[config.mk]
export PLATFORM = sky130hd
export DESIGN_NAME = pmx_exec
export DESIGN_NICKNAME = d
export VERILOG_FILES = /design/src/pmx_pkg.sv /design/src/pmx_exec.sv /design/src/pmx_ptr_update.sv
export VERILOG_INCLUDE_DIRS = /design/src /design/src/src
export SDC_FILE = /design/constraint.sdc
export NUM_CORES = 1
export LEC_CHECK = 0
export BUFFER_PORTS_ARGS = -buffer_cell sky130_fd_sc_hd__buf_2
export CAP_MARGIN = 20
export CORE_AREA = 5 5 176 136
export DETAILED_ROUTE_END_ITERATION = 10
export DIE_AREA = 0 0 181 141
export GPL_TIMING_DRIVEN = 0
export PLACE_DENSITY_LB_ADDON = 0.3
export SETUP_SLACK_MARGIN = 0.05
export SYNTH_ARGS = -nofsm -noshare
export SYNTH_HDL_FRONTEND = slang
export SYNTH_SLANG_ARGS = --single-unit
[constraint.sdc]
create_clock -name ref_clk_i -period 4.9 [get_ports ref_clk_i]
set_clock_uncertainty 0.05 [all_clocks]
set_input_delay 0.245 -clock ref_clk_i [delete_from_list [all_inputs] [get_ports ref_clk_i]]
set_output_delay 0.245 -clock ref_clk_i [all_outputs]
set_load 0.01 [all_outputs]
[src/pmx_params.svh]
`ifndef PMX_PARAMS_SVH
`define PMX_PARAMS_SVH
`define PMX_DATA_W      16
`define PMX_PTR_RST     16'h0000
`define PMX_OFS_RST     16'h0000
`define PMX_REG_RST     16'h0000
`define PMX_SEC_PTR     2'h3
`define PMX_CYCLE_NS    10
`define PMX_NUM_MODES   7
`endif

[src/pmx_pkg.sv]
package pmx_pkg;
  // main operation class
  typedef enum logic [2:0] {
    PMX_OP_ALU,
    PMX_OP_JUMP,
    PMX_OP_LEA,
    PMX_OP_BIT_FIELD_SET_INSTRUCTION,
    PMX_OP_MOVE,
    PMX_OP_OTHER
  } pmx_op_type;
  // parallel move kind
  typedef enum logic [1:0] {
    PMX_PM_NONE,
    PMX_PM_SINGLE,
    PMX_PM_DUAL
  } pmx_pm_type;
  // post update of a pointer
  typedef enum logic [1:0] {
    PMX_UPD_NONE,
    PMX_UPD_INC,
    PMX_UPD_DEC,
    PMX_UPD_OFS
  } pmx_upd_type;
  // standalone move addressing modes
  typedef enum logic [2:0] {
    PMX_AM_IND,
    PMX_AM_POSTINC,
    PMX_AM_POSTDEC,
    PMX_AM_POSTOFS,
    PMX_AM_IDX_OFS,
    PMX_AM_IDX_SHORT,
    PMX_AM_ABS
  } pmx_am_type;
endpackage : pmx_pkg

[src/pmx_exec.sv]
// Functional notes
// RULE_01 - single move: ALU op plus one access
// RULE_02 - dual read: ALU op plus two reads
// RULE_03 - primary and secondary buses used concurrently
// RULE_04 - offset post-update after access completes
// RULE_05 - secondary post-decrement after reads finish
// RULE_06 - parallel move only with ALU operation
// RULE_07 - jump, lea, bitfield with move illegal
// RULE_08 - move part uses restricted registers, modes
// RULE_09 - standalone moves support seven addressing modes
// RULE_10 - dual reads use old pointers, same-cycle load
`timescale 1ns/1ps
`include "pmx_params.svh"
module pmx_exec
  import pmx_pkg::*;
#(
  parameter int W = `PMX_DATA_W
) (
  input  wire logic         ref_clk_i,
  input  wire logic         rstn_i,
  input  wire logic         issue_i,
  input  pmx_op_type        op_class_i,
  input  pmx_pm_type        pm_kind_i,
  input  wire logic         pm_write_i,
  input  wire logic [1:0]   pri_ptr_sel_i,
  input  pmx_upd_type       pri_upd_i,
  input  pmx_upd_type       sec_upd_i,
  input  wire logic [1:0]   pri_dst_i,
  input  wire logic [1:0]   sec_dst_i,
  input  wire logic [W-1:0] store_data_i,
  input  wire logic         mv_en_i,
  input  pmx_am_type        mv_mode_i,
  input  wire logic [W-1:0] mv_abs_i,
  input  wire logic [W-1:0] core_global_data_bus_i,
  input  wire logic [W-1:0] secondary_x_data_bus_i,
  input  wire logic         ofs_load_i,
  input  wire logic [W-1:0] ofs_data_i,
  output logic      [W-1:0] primary_x_address_bus_o,
  output logic      [W-1:0] secondary_x_address_bus_o,
  output logic              pri_rd_o,
  output logic              pri_wr_o,
  output logic              sec_rd_o,
  output logic      [W-1:0] core_global_data_bus_o,
  output logic              alu_go_o,
  output logic              illegal_o,
  output logic      [W-1:0] pointer_zero_o,
  output logic      [W-1:0] pointer_one_o,
  output logic      [W-1:0] pointer_three_o,
  output logic      [W-1:0] alu_reg_x0_o,
  output logic      [W-1:0] alu_reg_y0_o,
  output logic      [W-1:0] alu_reg_y1_o,
  output logic      [W-1:0] ofs_o
);
  // pointer arithmetic is only sized for this range of words
  if (W < 8 || W > 32) begin : g_bad_width
    $error("pmx_exec: width out of range");
  end

  logic [W-1:0] ptr_q [4];
  logic [W-1:0] ofs_q;
  logic [W-1:0] x0_q;
  logic [W-1:0] y0_q;
  logic [W-1:0] y1_q;
  logic [W-1:0] pri_ptr;
  logic [W-1:0] pri_next;
  logic [W-1:0] sec_next;
  logic [W-1:0] mv_addr;
  logic [W-1:0] mv_next;
  logic         illegal;
  logic         pm_ok;
  logic         bad_class;
  logic         bad_sec_ptr;
  logic         bad_pri_dec;
  logic         bad_dual_wr;
  logic         do_single;
  logic         do_dual;
  logic         do_mv;
  logic         mv_upd;
  logic         pri_load;
  logic         sec_load;
  pmx_upd_type  mv_upd_kind;

  // parallel move only under an ALU op; jump/lea/bit_field_set_instruction refused
  assign pm_ok     = (op_class_i == PMX_OP_ALU);                  // RULE_06
  assign bad_class = pm_kind_i != PMX_PM_NONE && !pm_ok;          // RULE_07
  // move subset: in a dual read pointer three serves only the secondary read,
  // the primary never post-decrements, a dual read never writes
  assign bad_sec_ptr = pm_kind_i == PMX_PM_DUAL
                       && pri_ptr_sel_i == `PMX_SEC_PTR;          // RULE_08
  assign bad_pri_dec = pm_kind_i != PMX_PM_NONE
                       && pri_upd_i == PMX_UPD_DEC;               // RULE_08
  assign bad_dual_wr = pm_kind_i == PMX_PM_DUAL && pm_write_i;    // RULE_08
  assign illegal     = issue_i && (bad_class || bad_sec_ptr
                       || bad_pri_dec || bad_dual_wr);

  assign do_single = issue_i && !illegal && pm_kind_i == PMX_PM_SINGLE;
  assign do_dual   = issue_i && !illegal && pm_kind_i == PMX_PM_DUAL;
  assign do_mv     = issue_i && op_class_i == PMX_OP_MOVE && mv_en_i
                     && pm_kind_i == PMX_PM_NONE;

  // primary wins a shared destination: its load is written last
  assign pri_load = (do_single || do_mv) && !pm_write_i || do_dual;
  assign sec_load = do_dual;

  // old pointer values drive both addresses
  assign pri_ptr = ptr_q[pri_ptr_sel_i];                         // RULE_10

  // standalone move: seven modes, address side
  always_comb begin
    case (mv_mode_i)                                             // RULE_09
      PMX_AM_IND:       mv_addr = pri_ptr;
      PMX_AM_POSTINC:   mv_addr = pri_ptr;
      PMX_AM_POSTDEC:   mv_addr = pri_ptr;
      PMX_AM_POSTOFS:   mv_addr = pri_ptr;
      PMX_AM_IDX_OFS:   mv_addr = pri_ptr + ofs_q;
      PMX_AM_IDX_SHORT: mv_addr = pri_ptr + mv_abs_i;
      PMX_AM_ABS:       mv_addr = mv_abs_i;
      default:          mv_addr = pri_ptr;
    endcase
  end

  // post-update side of the same seven modes
  always_comb begin
    case (mv_mode_i)                                             // RULE_09
      PMX_AM_IND:       mv_upd_kind = PMX_UPD_NONE;
      PMX_AM_POSTINC:   mv_upd_kind = PMX_UPD_INC;
      PMX_AM_POSTDEC:   mv_upd_kind = PMX_UPD_DEC;
      PMX_AM_POSTOFS:   mv_upd_kind = PMX_UPD_OFS;
      PMX_AM_IDX_OFS:   mv_upd_kind = PMX_UPD_NONE;
      PMX_AM_IDX_SHORT: mv_upd_kind = PMX_UPD_NONE;
      PMX_AM_ABS:       mv_upd_kind = PMX_UPD_NONE;
      default:          mv_upd_kind = PMX_UPD_NONE;
    endcase
  end
  assign mv_upd = do_mv && mv_upd_kind != PMX_UPD_NONE;

  // one adder per pointer path keeps both updates in one cycle
  pmx_ptr_update #(.W(W)) u_pri (
    .ptr_i  (pri_ptr),
    .ofs_i  (ofs_q),
    .upd_i  (pri_upd_i),
    .next_o (pri_next)
  );
  pmx_ptr_update #(.W(W)) u_sec (
    .ptr_i  (ptr_q[3]),
    .ofs_i  (ofs_q),
    .upd_i  (sec_upd_i),
    .next_o (sec_next)
  );
  pmx_ptr_update #(.W(W)) u_mv (
    .ptr_i  (pri_ptr),
    .ofs_i  (ofs_q),
    .upd_i  (mv_upd_kind),
    .next_o (mv_next)
  );

  // access phase: combinational strobes, same cycle as issue
  // memory must answer within the issue cycle, no wait states
  always_comb begin
    primary_x_address_bus_o   = pri_ptr;                         // RULE_03
    secondary_x_address_bus_o = ptr_q[3];                        // RULE_03
    pri_rd_o = (do_single && !pm_write_i) || do_dual            // RULE_01
               || (do_mv && !pm_write_i);
    pri_wr_o = (do_single || do_mv) && pm_write_i;               // RULE_01
    sec_rd_o = do_dual;                                          // RULE_02
    core_global_data_bus_o = pm_write_i ? store_data_i : '0;
    if (do_mv)
      primary_x_address_bus_o = mv_addr;
  end
  assign alu_go_o  = issue_i && !illegal && op_class_i == PMX_OP_ALU;
  assign illegal_o = illegal;

  // pointer write-back at cycle end, after the access
  always_ff @(posedge ref_clk_i or negedge rstn_i) begin
    if (!rstn_i) begin
      for (int i = 0; i < 4; i++) ptr_q[i] <= W'(`PMX_PTR_RST);
    end else begin
      if (do_single || do_dual)
        ptr_q[pri_ptr_sel_i] <= pri_next;                        // RULE_04
      else if (mv_upd)
        ptr_q[pri_ptr_sel_i] <= mv_next;
      if (do_dual)
        ptr_q[3] <= sec_next;                                    // RULE_05
    end
  end

  // offset only changes on an explicit load
  always_ff @(posedge ref_clk_i or negedge rstn_i) begin
    if (!rstn_i) ofs_q <= W'(`PMX_OFS_RST);
    else if (ofs_load_i) ofs_q <= ofs_data_i;
  end

  // both loads land on the same edge; primary wins on a clash
  always_ff @(posedge ref_clk_i or negedge rstn_i) begin
    if (!rstn_i) begin
      x0_q <= W'(`PMX_REG_RST);
      y0_q <= W'(`PMX_REG_RST);
      y1_q <= W'(`PMX_REG_RST);
    end else begin
      if (sec_load) begin                                        // RULE_10
        case (sec_dst_i)
          2'd0:    x0_q <= secondary_x_data_bus_i;
          2'd1:    y0_q <= secondary_x_data_bus_i;
          default: y1_q <= secondary_x_data_bus_i;
        endcase
      end
      if (pri_load) begin                                        // RULE_10
        case (pri_dst_i)
          2'd0:    x0_q <= core_global_data_bus_i;
          2'd1:    y0_q <= core_global_data_bus_i;
          default: y1_q <= core_global_data_bus_i;
        endcase
      end
    end
  end

  // pointer two stays internal; nothing outside reads it
  assign pointer_zero_o  = ptr_q[0];
  assign pointer_one_o   = ptr_q[1];
  assign pointer_three_o = ptr_q[3];
  assign alu_reg_x0_o    = x0_q;
  assign alu_reg_y0_o    = y0_q;
  assign alu_reg_y1_o    = y1_q;
  assign ofs_o           = ofs_q;
endmodule : pmx_exec

[src/pmx_ptr_update.sv]
`timescale 1ns/1ps
module pmx_ptr_update
  import pmx_pkg::*;
#(
  parameter int W = 16
) (
  input  wire logic [W-1:0] ptr_i,
  input  wire logic [W-1:0] ofs_i,
  input  pmx_upd_type       upd_i,
  output logic      [W-1:0] next_o
);
  if (W < 1) begin : g_bad_width
    $error("pmx_ptr_update: width out of range");
  end

  always_comb begin
    case (upd_i)
      PMX_UPD_INC: next_o = ptr_i + W'(1);
      PMX_UPD_DEC: next_o = ptr_i - W'(1);
      PMX_UPD_OFS: next_o = ptr_i + ofs_i;
      default:     next_o = ptr_i;
    endcase
  end
endmodule : pmx_ptr_update

==> run_results.csv, run 1 <==
group,metric,value,unit
run_status,status,"complete, no violations",
clock_network,cts-root-buf,"clkbuf_16",
finish,regArea,3200,um2
setup_path,cp_max_fo,11,
sta,fmax,0.212,GHz
clock_network,clock_latency,430,ps
clock_network,htree_levels,4,
synthesis,syn_area_per_cell,8.37,um2
sta,period_share,96.1,%
drt,ant_nets,0,
placement,place_hpwl,32100,um
power_and_ir_drop,irDropWorstVdd,0.234,mV
clock_network,path_clk_slew,60,ps
sta,min_period,4710,ps
synthesis,synth_fp_nets,1446,
placement,place_inst,1857,
synthesis,yosys_warnings,0,
global_routing,gr-usage-all-layers,31.7,%
sta,slew_violations,0,
finish,instances_no_fill,1904,
sta,tightest_slew,994,ps
drt,vias,11383,
global_routing,grt_pass1_wl,63700,um
global_routing,grt_max_degree,66,
sta,setup_viol,0,
clock_network,cts_sinks,128,
die,ios,269,
finish,area_growth,22.8,%
drt,vias_per_cell,5.98,
die,initial_core_util,48.5,%
setup_path,endpoint_kind,"output port",
drt,post_drt_wl_per_cell,21.9,um
setup_path,cp-start-kind,"flop",
die,die_w,181,um
finish,design_area,13300,um2
drt,wl,41600,um
synthesis,netlist_area,10800,um2
die,core_area,22300,um2
finish,layout.nets,1745,
finish,drive_gt1_share,27.6,%
run,maxCapViolations,0,
synthesis,ys_seq_elements,128,
die,num_rows,48,
sta,max_slew_margin,33.1,%
finish,fillers,2003,
worst_hold_path,min-delay-path-class,"in -> reg",
sta,finalHoldViolations,0,
clock_network,cts_tree,"built",
drt,drt_iter0_drc,1305,
placement,portBuffers,263,
finish,multi_input_area,6690,um2
synthesis,synthFlopType,"dfrtp_1",
power_and_ir_drop,power_density,321,nW/um2
synthesis,yosysSeqAreaShare,29.6,%
sta,fin_tns_setup,0,ps
die,die_area,25500,um2
setup_path,worstPathRequired,4610,ps
sta,rsz0062_at_grt,"no",
synthesis,async_flop_share,100,%
drt,first_pass_iters,5,
synthesis,synth_cell_types,80,
synthesis,synth-edff-count,0,
clock_network,cts_buffer_depth,2,
setup_path,crit_type,"reg -> out",
clock_network,cts_buffers,17,
global_routing,gr-total-overflow,0,
global_routing,grt_pass1_vias,11024,
global_routing,antenna_found_initial,1,
drt,drc,0,
setup_path,arrival,4420,ps
finish,antenna_cells,0,
placement,gp_congestion,1.03,
synthesis,postSynthCellCount,1292,
placement,dpl_cell_area,12500,um2
die,die_h,141,um
power_and_ir_drop,p_leak,6.62,nW
[worst paths after layout]
path,startpoint,endpoint,slack [ps],cells past startpoint
min reg2reg,ptr_q[21],ptr_q[21],430,2
max,pointer_three_o[2],primary_x_address_bus_o[15],190,13
max reg2reg,pointer_three_o[2],ptr_q[26],240,12
min in group asynchronous,rstn_i,alu_reg_y0_o[2],340,2
max in group asynchronous,rstn_i,ofs_o[14],3710,3
min,ofs_data_i[2],ofs_o[2],6,3
[worst max-delay path: stages (launching register included)]
cell,delay [ps]
dfrtp_1,440
mux4_2,620
clkbuf_1,350
ha_1,480
o211ai_1,130
o21ai_1,340
o211ai_1,160
a31oi_1,280
o21bai_1,150
xnor2_2,290
o311ai_1,170
o21a_1,220
o22a_1,190
buf_2,140
[power breakdown]
part / switching, W / internal, W
Combinational: 0.000980 / 0.000706
Sequential: 0.000128 / 0.00120
Clock: 0.000567 / 0.000672
[cell usage in the layout (no fill, tap or decap), types with 19 or more instances in the layout]
cell type / count
buf_2: 271
nor2_1: 134
dfrtp_1: 128
nand2_1: 127
a21oi_1: 114
o21ai_0: 86
buf_4: 67
clkbuf_1: 58
mux2i_1: 56
ha_1: 47
xnor2_1: 34
inv_1: 33
mux2_2: 32
nor3_1: 24
nand3_1: 23
and2_1: 23
xor2_1: 20
a21o_1: 19
[flip-flops by register name, indices dropped and copies added (netlist names)]
register and flops:
pointer_zero_o 16, ofs_o 16, pointer_one_o 16, ptr_q 16
alu_reg_x0_o 16, alu_reg_y1_o 16, pointer_three_o 16, alu_reg_y0_o 16
[cells by family after synthesis]
logic type | after synthesis | share of synthesized area (%)
buf+inv | 175 | 8.68
simple gates | 417 | 18.0
xor+xnor | 56 | 4.53
flops | 128 | 29.6
compound gates | 362 | 21.3
mux | 104 | 11.8
fa+ha+maj | 50 | 5.99
[routing by layer]
layer,vias to the layer above,share of wire [%],global-route usage (%)
met5,-,0.23,1.14
met4,4,2.6,9.04
met3,89,11,10.1
met2,624,43,47.0
met1,5452,43,44.5
li1,5214,-,-
[area by class of cell]
cell class                 count  share of cell area (%)
multi-input combinational    989                    50.4
sequential                   128                    24.1
timing repair buffer         280                    11.3
buffer                       140                    6.08
clock buffer                  17                    3.20
tap                          300                    2.83
clock inverter                15                    1.05
inverter                      35                   0.990
[cells in the mapped netlist, drive strengths merged (12+ instances only)]
library cell	count	area, um2
nand2b	15	96.3
mux2	32	360
xnor2	36	315
a21o	19	143
nor2	135	514
a21boi	15	113
dfrtp	128	3200
nand3	23	115
nand2	127	477
xor2	20	175
a211oi	12	95.1
mux2i	56	561
and2	23	144
mux4	16	360
inv	33	124
clkbuf	58	218
o21ai	89	445
nor3	24	120
buf	82	589
ha	47	588
a21oi	114	571
[per-stage QoR]
step                      hold slack (ps)  utilization (%)  setup WS, ps  total power [W]
after floorplan                      -101                -          1290          0.00237
after global placement                407             56.1           305          0.00294
after detailed placement              224             56.3           230          0.00297
after CTS                          0.0959             59.4           143          0.00421
after global routing                 18.7             59.6          61.6          0.00448
final                                6.27             59.6           189          0.00426
[repair_timing]
action,4_1_cts,5_1_grt
gates resized for setup,2,4
buffers inserted,0,1
hold buffers,12,2
pin swaps,0,1
hold endpoints to repair,75,2
setup endpoints to repair,1,4
No activity file was read; power rests on OpenSTA's default activity.
==> run 2: changes to the inputs <==
--- a/config.mk
+++ b/config.mk
@@ -8,9 +8,9 @@
 export LEC_CHECK = 0
 export BUFFER_PORTS_ARGS = -buffer_cell sky130_fd_sc_hd__buf_2
 export CAP_MARGIN = 20
-export CORE_AREA = 5 5 176 136
+export CORE_AREA = 5 5 162 148
 export DETAILED_ROUTE_END_ITERATION = 10
-export DIE_AREA = 0 0 181 141
+export DIE_AREA = 0 0 167 153
 export GPL_TIMING_DRIVEN = 0
 export PLACE_DENSITY_LB_ADDON = 0.3
 export SETUP_SLACK_MARGIN = 0.05
==> run_results.csv, run 2 (synthesis gave the netlist of run 1 again) <==
group,metric,value,unit
sta,period_share,95.4,%
global_routing,antenna_found_initial,0,
run_status,status,"complete, no violations",
drt,vias_per_cell,5.97,
finish,area_growth,22.6,%
die,die_area,25600,um2
clock_network,cts-root-buf,"clkbuf_16",
drt,first_pass_iters,5,
setup_path,worstPathRequired,4610,ps
setup_path,crit_type,"reg -> out",
finish,final_core_util,59.8,%
sta,fin_tns_setup,0,ps
clock_network,htree_levels,4,
setup_path,ff2ff_path_depth,13,
setup_path,cp_max_fo,11,
worst_hold_path,min_path_cells,3,
global_routing,grt_pass1_vias,11221,
die,ios,269,
die,die_w,167,um
sta,min_period,4680,ps
setup_path,rrSetupSlack,530,ps
drt,drc,0,
clock_network,cts_tree,"built",
power_and_ir_drop,p_leak,6.61,nW
finish,layout_common_cells,"buf_2, nor2_1, dfrtp_1",
clock_network,cts_buffers,17,
placement,portBuffers,263,
worst_hold_path,holdCritStartpoint,"ofs_data_i[3]",
sta,rsz0062_at_grt,"no",
placement,gp_congestion,1.02,
global_routing,gr-usage-all-layers,30.7,%
clock_network,cts_buffer_depth,2,
sta,fmax,0.214,GHz
finish,final_common_cell,"buf_2",
global_routing,gr-total-overflow,0,
power_and_ir_drop,irDropWorstVdd,0.249,mV
placement,place_ws,257,ps
finish,antenna_cells,0,
sta,setup_ws,223,ps
die,die_h,153,um
power_and_ir_drop,power_density,322,nW/um2
sta,finalHoldViolations,0,
die,num_rows,52,
global_routing,grt_max_degree,91,
clock_network,path_clk_slew,60,ps
sta,setup_viol,0,
die,initial_core_util,48.7,%
drt,ant_nets,0,
sta,hold-worst-slack,5.24,ps
worst_hold_path,min-delay-path-class,"in -> reg",
finish,layout.nets,1743,
drt,post_drt_wl_per_cell,21.5,um
setup_path,endpoint_kind,"output port",
setup_path,r2r_end,"pointer_zero_o[15]",
sta,tightest_slew,928,ps
run,maxCapViolations,0,
drt,drt_iter0_drc,1181,
setup_path,cp-start-kind,"flop",
setup_path,r2r_start,"pointer_three_o[3]",
clock_network,cts_sinks,128,
setup_path,arrival,4380,ps
drt,wl,40700,um
setup_path,setup.worst_path.start,"pointer_three_o[3]",
clock_network,clock_latency,430,ps
global_routing,grt_pass1_wl,62400,um
finish,drive_gt1_share,27.6,%
worst_hold_path,whs_endpoint,"ofs_o[3]",
finish,fillers,1985,
power_and_ir_drop,p_total,0.00427,W
die,core_area,22200,um2
sta,max_slew_margin,37.6,%
sta,slew_violations,0,
drt,vias,11342,
placement,place_hpwl,31500,um
[run 2: layer usage]
layer	GRT usage (%)	up-vias	wire length [um]
met5	0	-	0
met2	49.7	590	19000
li1	-	5215	-
met3	6.56	115	3500
met1	40.9	5422	16900
met4	11.2	0	1430
[run 2: how the worst max path moves through the flow]
stage	endpoint	slack (ps)	cells past startpoint
global route	primary_x_address_bus_o[15]	80	13
global placement	primary_x_address_bus_o[15]	260	14
finish	primary_x_address_bus_o[13]	220	13
CTS	primary_x_address_bus_o[15]	60	13
floorplan	primary_x_address_bus_o[12]	1290	13
detailed placement	primary_x_address_bus_o[15]	260	14
[run 2: where the power goes]
group	internal, W	switching [W]	total [W]
logic	0.000704	0.000965	0.00167
clock network	0.000728	0.000541	0.00127
registers	0.00120	0.000131	0.00134
[run 2: cell type report]
cell class                 count  area, um2  share of cell area, %
clock buffer                  18        439                   3.31
inverter                      35        131                  0.990
clock inverter                14        144                   1.08
multi-input combinational    989       6680                   50.4
tap                          297        372                   2.80
buffer                       139        803                   6.06
timing repair buffer         279       1490                   11.2
sequential                   128       3200                   24.1
[run 2: worst max-delay path, cell delays in order, from the launching register on]
cell	delay (ps)
dfrtp_1	470
mux4_2	560
clkbuf_1	320
ha_1	480
o211ai_1	110
o21ai_1	290
o211ai_1	160
nand2_1	130
a22oi_1	100
xnor2_1	630
a21oi_1	220
o2bb2ai_1	170
a21oi_1	140
buf_2	140
[run 2: what timing repair did]
item / CTS / global route
buffers inserted: 0 / 1
hold buffers: 12 / 0
endpoints found under the hold margin: 49 / 0
resized for setup: 1 / 3
endpoints found under the setup margin: 1 / 4
pin swaps: 0 / 1
[run 2: metrics by stage]
step / area, um2 / instances
finish: 13300 / 1899
global route: 13300 / 1899
CTS: 13300 / 1899
global placement: 12500 / 1852
floorplan: 10800 / 1292
detailed placement: 12500 / 1855
==> run 3: changes to the inputs <==
--- a/config.mk
+++ b/config.mk
@@ -8,12 +8,13 @@
 export LEC_CHECK = 0
 export BUFFER_PORTS_ARGS = -buffer_cell sky130_fd_sc_hd__buf_2
 export CAP_MARGIN = 20
-export CORE_AREA = 5 5 162 148
+export CORE_AREA = 5 5 166 152
 export DETAILED_ROUTE_END_ITERATION = 10
-export DIE_AREA = 0 0 167 153
+export DIE_AREA = 0 0 171 157
 export GPL_TIMING_DRIVEN = 0
 export PLACE_DENSITY_LB_ADDON = 0.3
 export SETUP_SLACK_MARGIN = 0.05
 export SYNTH_ARGS = -nofsm -noshare
 export SYNTH_HDL_FRONTEND = slang
+export SYNTH_HIERARCHICAL = 1
 export SYNTH_SLANG_ARGS = --single-unit
==> run_results.csv, run 3 <==
group,metric,value,unit
synthesis,netlist_area,11400,um2
setup_path,setup.worst_path.start,"mv_mode_i[1]",
drt,wl,41800,um
die,num_rows,53,
sta,setup_viol,0,
sta,rsz0062_at_grt,"no",
global_routing,grt.busiest_layer,"met2",
setup_path,endpoint_kind,"flop",
synthesis,yosys.cell_count.top_type,"a21oi_1",
global_routing,grt_pass1_vias,11275,
power_and_ir_drop,p_leak,6.83,nW
drt,vias,11840,
finish,layout.nets,1842,
run_status,status,"complete, no violations",
synthesis,yosys-top-cells-count,"a21oi_1, nor2_1, nand2_1",
setup_path,slowest_delay,580,ps
global_routing,gr-total-overflow,0,
finish,regArea,3200,um2
global_routing,gr-usage-all-layers,30.2,%
synthesis,yosys_warnings,6,
setup_path,r2r_end,"pointer_three_o[14]",
die,core_area,23100,um2
synthesis,ys_seq_elements,128,
global_routing,antenna_found_initial,1,
finish,multi_input_area,7260,um2
drt,drt_iter0_drc,1221,
placement,place_inst,1943,
setup_path,ff2ff_path_depth,13,
setup_path,endpoint,"pointer_three_o[14]",
synthesis,synth_fp_nets,1545,
global_routing,grt_max_degree,75,
synthesis,async_flop_share,100,%
die,die_w,171,um
placement,dpl_cell_area,13200,um2
die,initial_core_util,49.4,%
sta,period_share,96.9,%
synthesis,postSynthCellCount,1377,
setup_path,crit_cells,19,
clock_network,path_clk_slew,70,ps
clock_network,cts_buffers,17,
run,maxCapViolations,0,
setup_path,slowest_stage,"o311ai_0",
drt,first_pass_iters,6,
die,die_area,26800,um2
setup_path,crit_family,"buffers and inverters",
sta,fin_tns_setup,0,ps
finish,final_common_cell,"buf_2",
setup_path,r2r_start,"pointer_three_o[0]",
die,die_h,157,um
synthesis,yosysSeqAreaShare,28.0,%
sta,slew_violations,0,
finish,fillers,2043,
setup_path,arrival,4990,ps
clock_network,cts_tree,"built",
sta,max_slew_margin,30.7,%
sta,hold-worst-slack,2.88,ps
synthesis,synth_cell_types,69,
clock_network,htree_levels,4,
placement,place_hpwl,32800,um
setup_path,worstPathRequired,5140,ps
finish,final_core_util,60.2,%
finish,area_growth,21.8,%
drt,drc,0,
global_routing,grt_pass1_wl,63800,um
clock_network,cts_buffer_depth,2,
synthesis,ys_top_cells_by_area,"dfrtp_1, a21oi_1, ha_1",
power_and_ir_drop,irDropWorstVdd,0.231,mV
sta,fmax,0.211,GHz
sta,tightest_slew,1040,ps
power_and_ir_drop,power_density,296,nW/um2
worst_hold_path,min-delay-path-class,"in -> reg",
setup_path,crit_type,"in -> reg",
synthesis,synthFlopType,"dfrtp_1",
clock_network,postCtsSetupRepairBufs,0,
clock_network,cts_sinks,128,
synthesis,syn_area_per_cell,8.30,um2
drt,ant_nets,0,
placement,portBuffers,263,
synthesis,synth_top_area_cell,"dfrtp_1",
finish,layout_common_cells,"buf_2, a21oi_1, nor2_1",
clock_network,cts-root-buf,"clkbuf_16",
sta,finalHoldViolations,0,
global_routing,use_met2,47.4,%
setup_path,cp_max_fo,10,
finish,design_area,13900,um2
global_routing,met1_usage,42.5,%
setup_path,crit_buf_inv,6,
placement,gp_congestion,0.978,
finish,antenna_cells,0,
setup_path,rrSetupSlack,690,ps
finish,drive_gt1_share,27.8,%
setup_path,cp-start-kind,"input pin",
setup_path,path_cells,"buf_2, clkbuf_1, clkbuf_2, nor2b_1, clkbuf_1, clkbuf_2, nand3b_1, ha_1, inv_1, fa_1, nor2b_1, o2111a_2, o311ai_0, o21ai_0, or3_1, mux2i_1, nor2_1, a21oi_1, o21ai_0",
global_routing,gr-usage-met3,6.15,%
synthesis,synth-edff-count,0,
die,ios,269,
finish,instances_no_fill,1989,
synthesis,synth_top_area_share,28.0,%
clock_network,clock_latency,430,ps
drt,vias_per_cell,5.95,
drt,post_drt_wl_per_cell,21.0,um
sta,min_period,4750,ps
-- run 3: worst min path at each step --
stage | startpoint | to | depth (start not counted)
6_report | ofs_data_i[7] | ofs_o[7] | 2
4_1_cts | ofs_data_i[1] | ofs_o[1] | 2
2_1_floorplan | rstn_i | alu_reg_x0_o[0] | 0
3_5_place_dp | rstn_i | pointer_three_o[1] | 1
3_3_place_gp | ptr_q[27] | ptr_q[27] | 2
5_1_grt | ofs_data_i[7] | ofs_o[7] | 2
-- run 3: power breakdown --
group          switching, W  internal, W  total [W]  leakage (nW)
clock              0.000591     0.000736    0.00133         0.301
combinational      0.000809     0.000626    0.00144          4.85
sequential         0.000156      0.00120    0.00136          1.69
-- run 3: cells by family after synthesis --
logic type                 share of synthesized area [%]
AOI/OAI and AO/OA                                   22.2
adders and majority gates                           7.27
and+or+nand+nor                                     18.4
xor gates and xnor gates                            2.82
DFF                                                 28.0
buffers and inverters                               8.52
muxes                                               12.8
-- run 3: repair_timing --
item,4_1_cts,5_1_grt
hold buffers,14,0
endpoints found under the hold margin,67,0
endpoints found under the setup margin,1,2
resized for setup,1,2
-- run 3: layout make-up --
| type | count | area share [%] |
|---|---|---|
| plain buffers | 142 | 5.99 |
| repair buffers | 278 | 10.7 |
| multi-input cells | 1069 | 52.1 |
| well taps | 302 | 2.71 |
| inverters | 38 | 1.02 |
| clock inverters | 15 | 1.38 |
| clock buffers | 17 | 3.06 |
| flip-flops and latches | 128 | 23.0 |
-- run 3: per-layer routing --
layer	vias to the layer above	wire length, um
met1	5667	17600
met5	-	13
met2	615	19300
met4	2	1210
met3	79	3660
li1	5477	-
-- run 3: stage by stage --
step | power (W) | setup WS [ps]
floorplan | 0.00224 | 1170
detailed placement | 0.00277 | -378
global placement | 0.00274 | -221
finish | 0.00412 | 154
CTS | 0.00410 | 229
global route | 0.00433 | 69.2
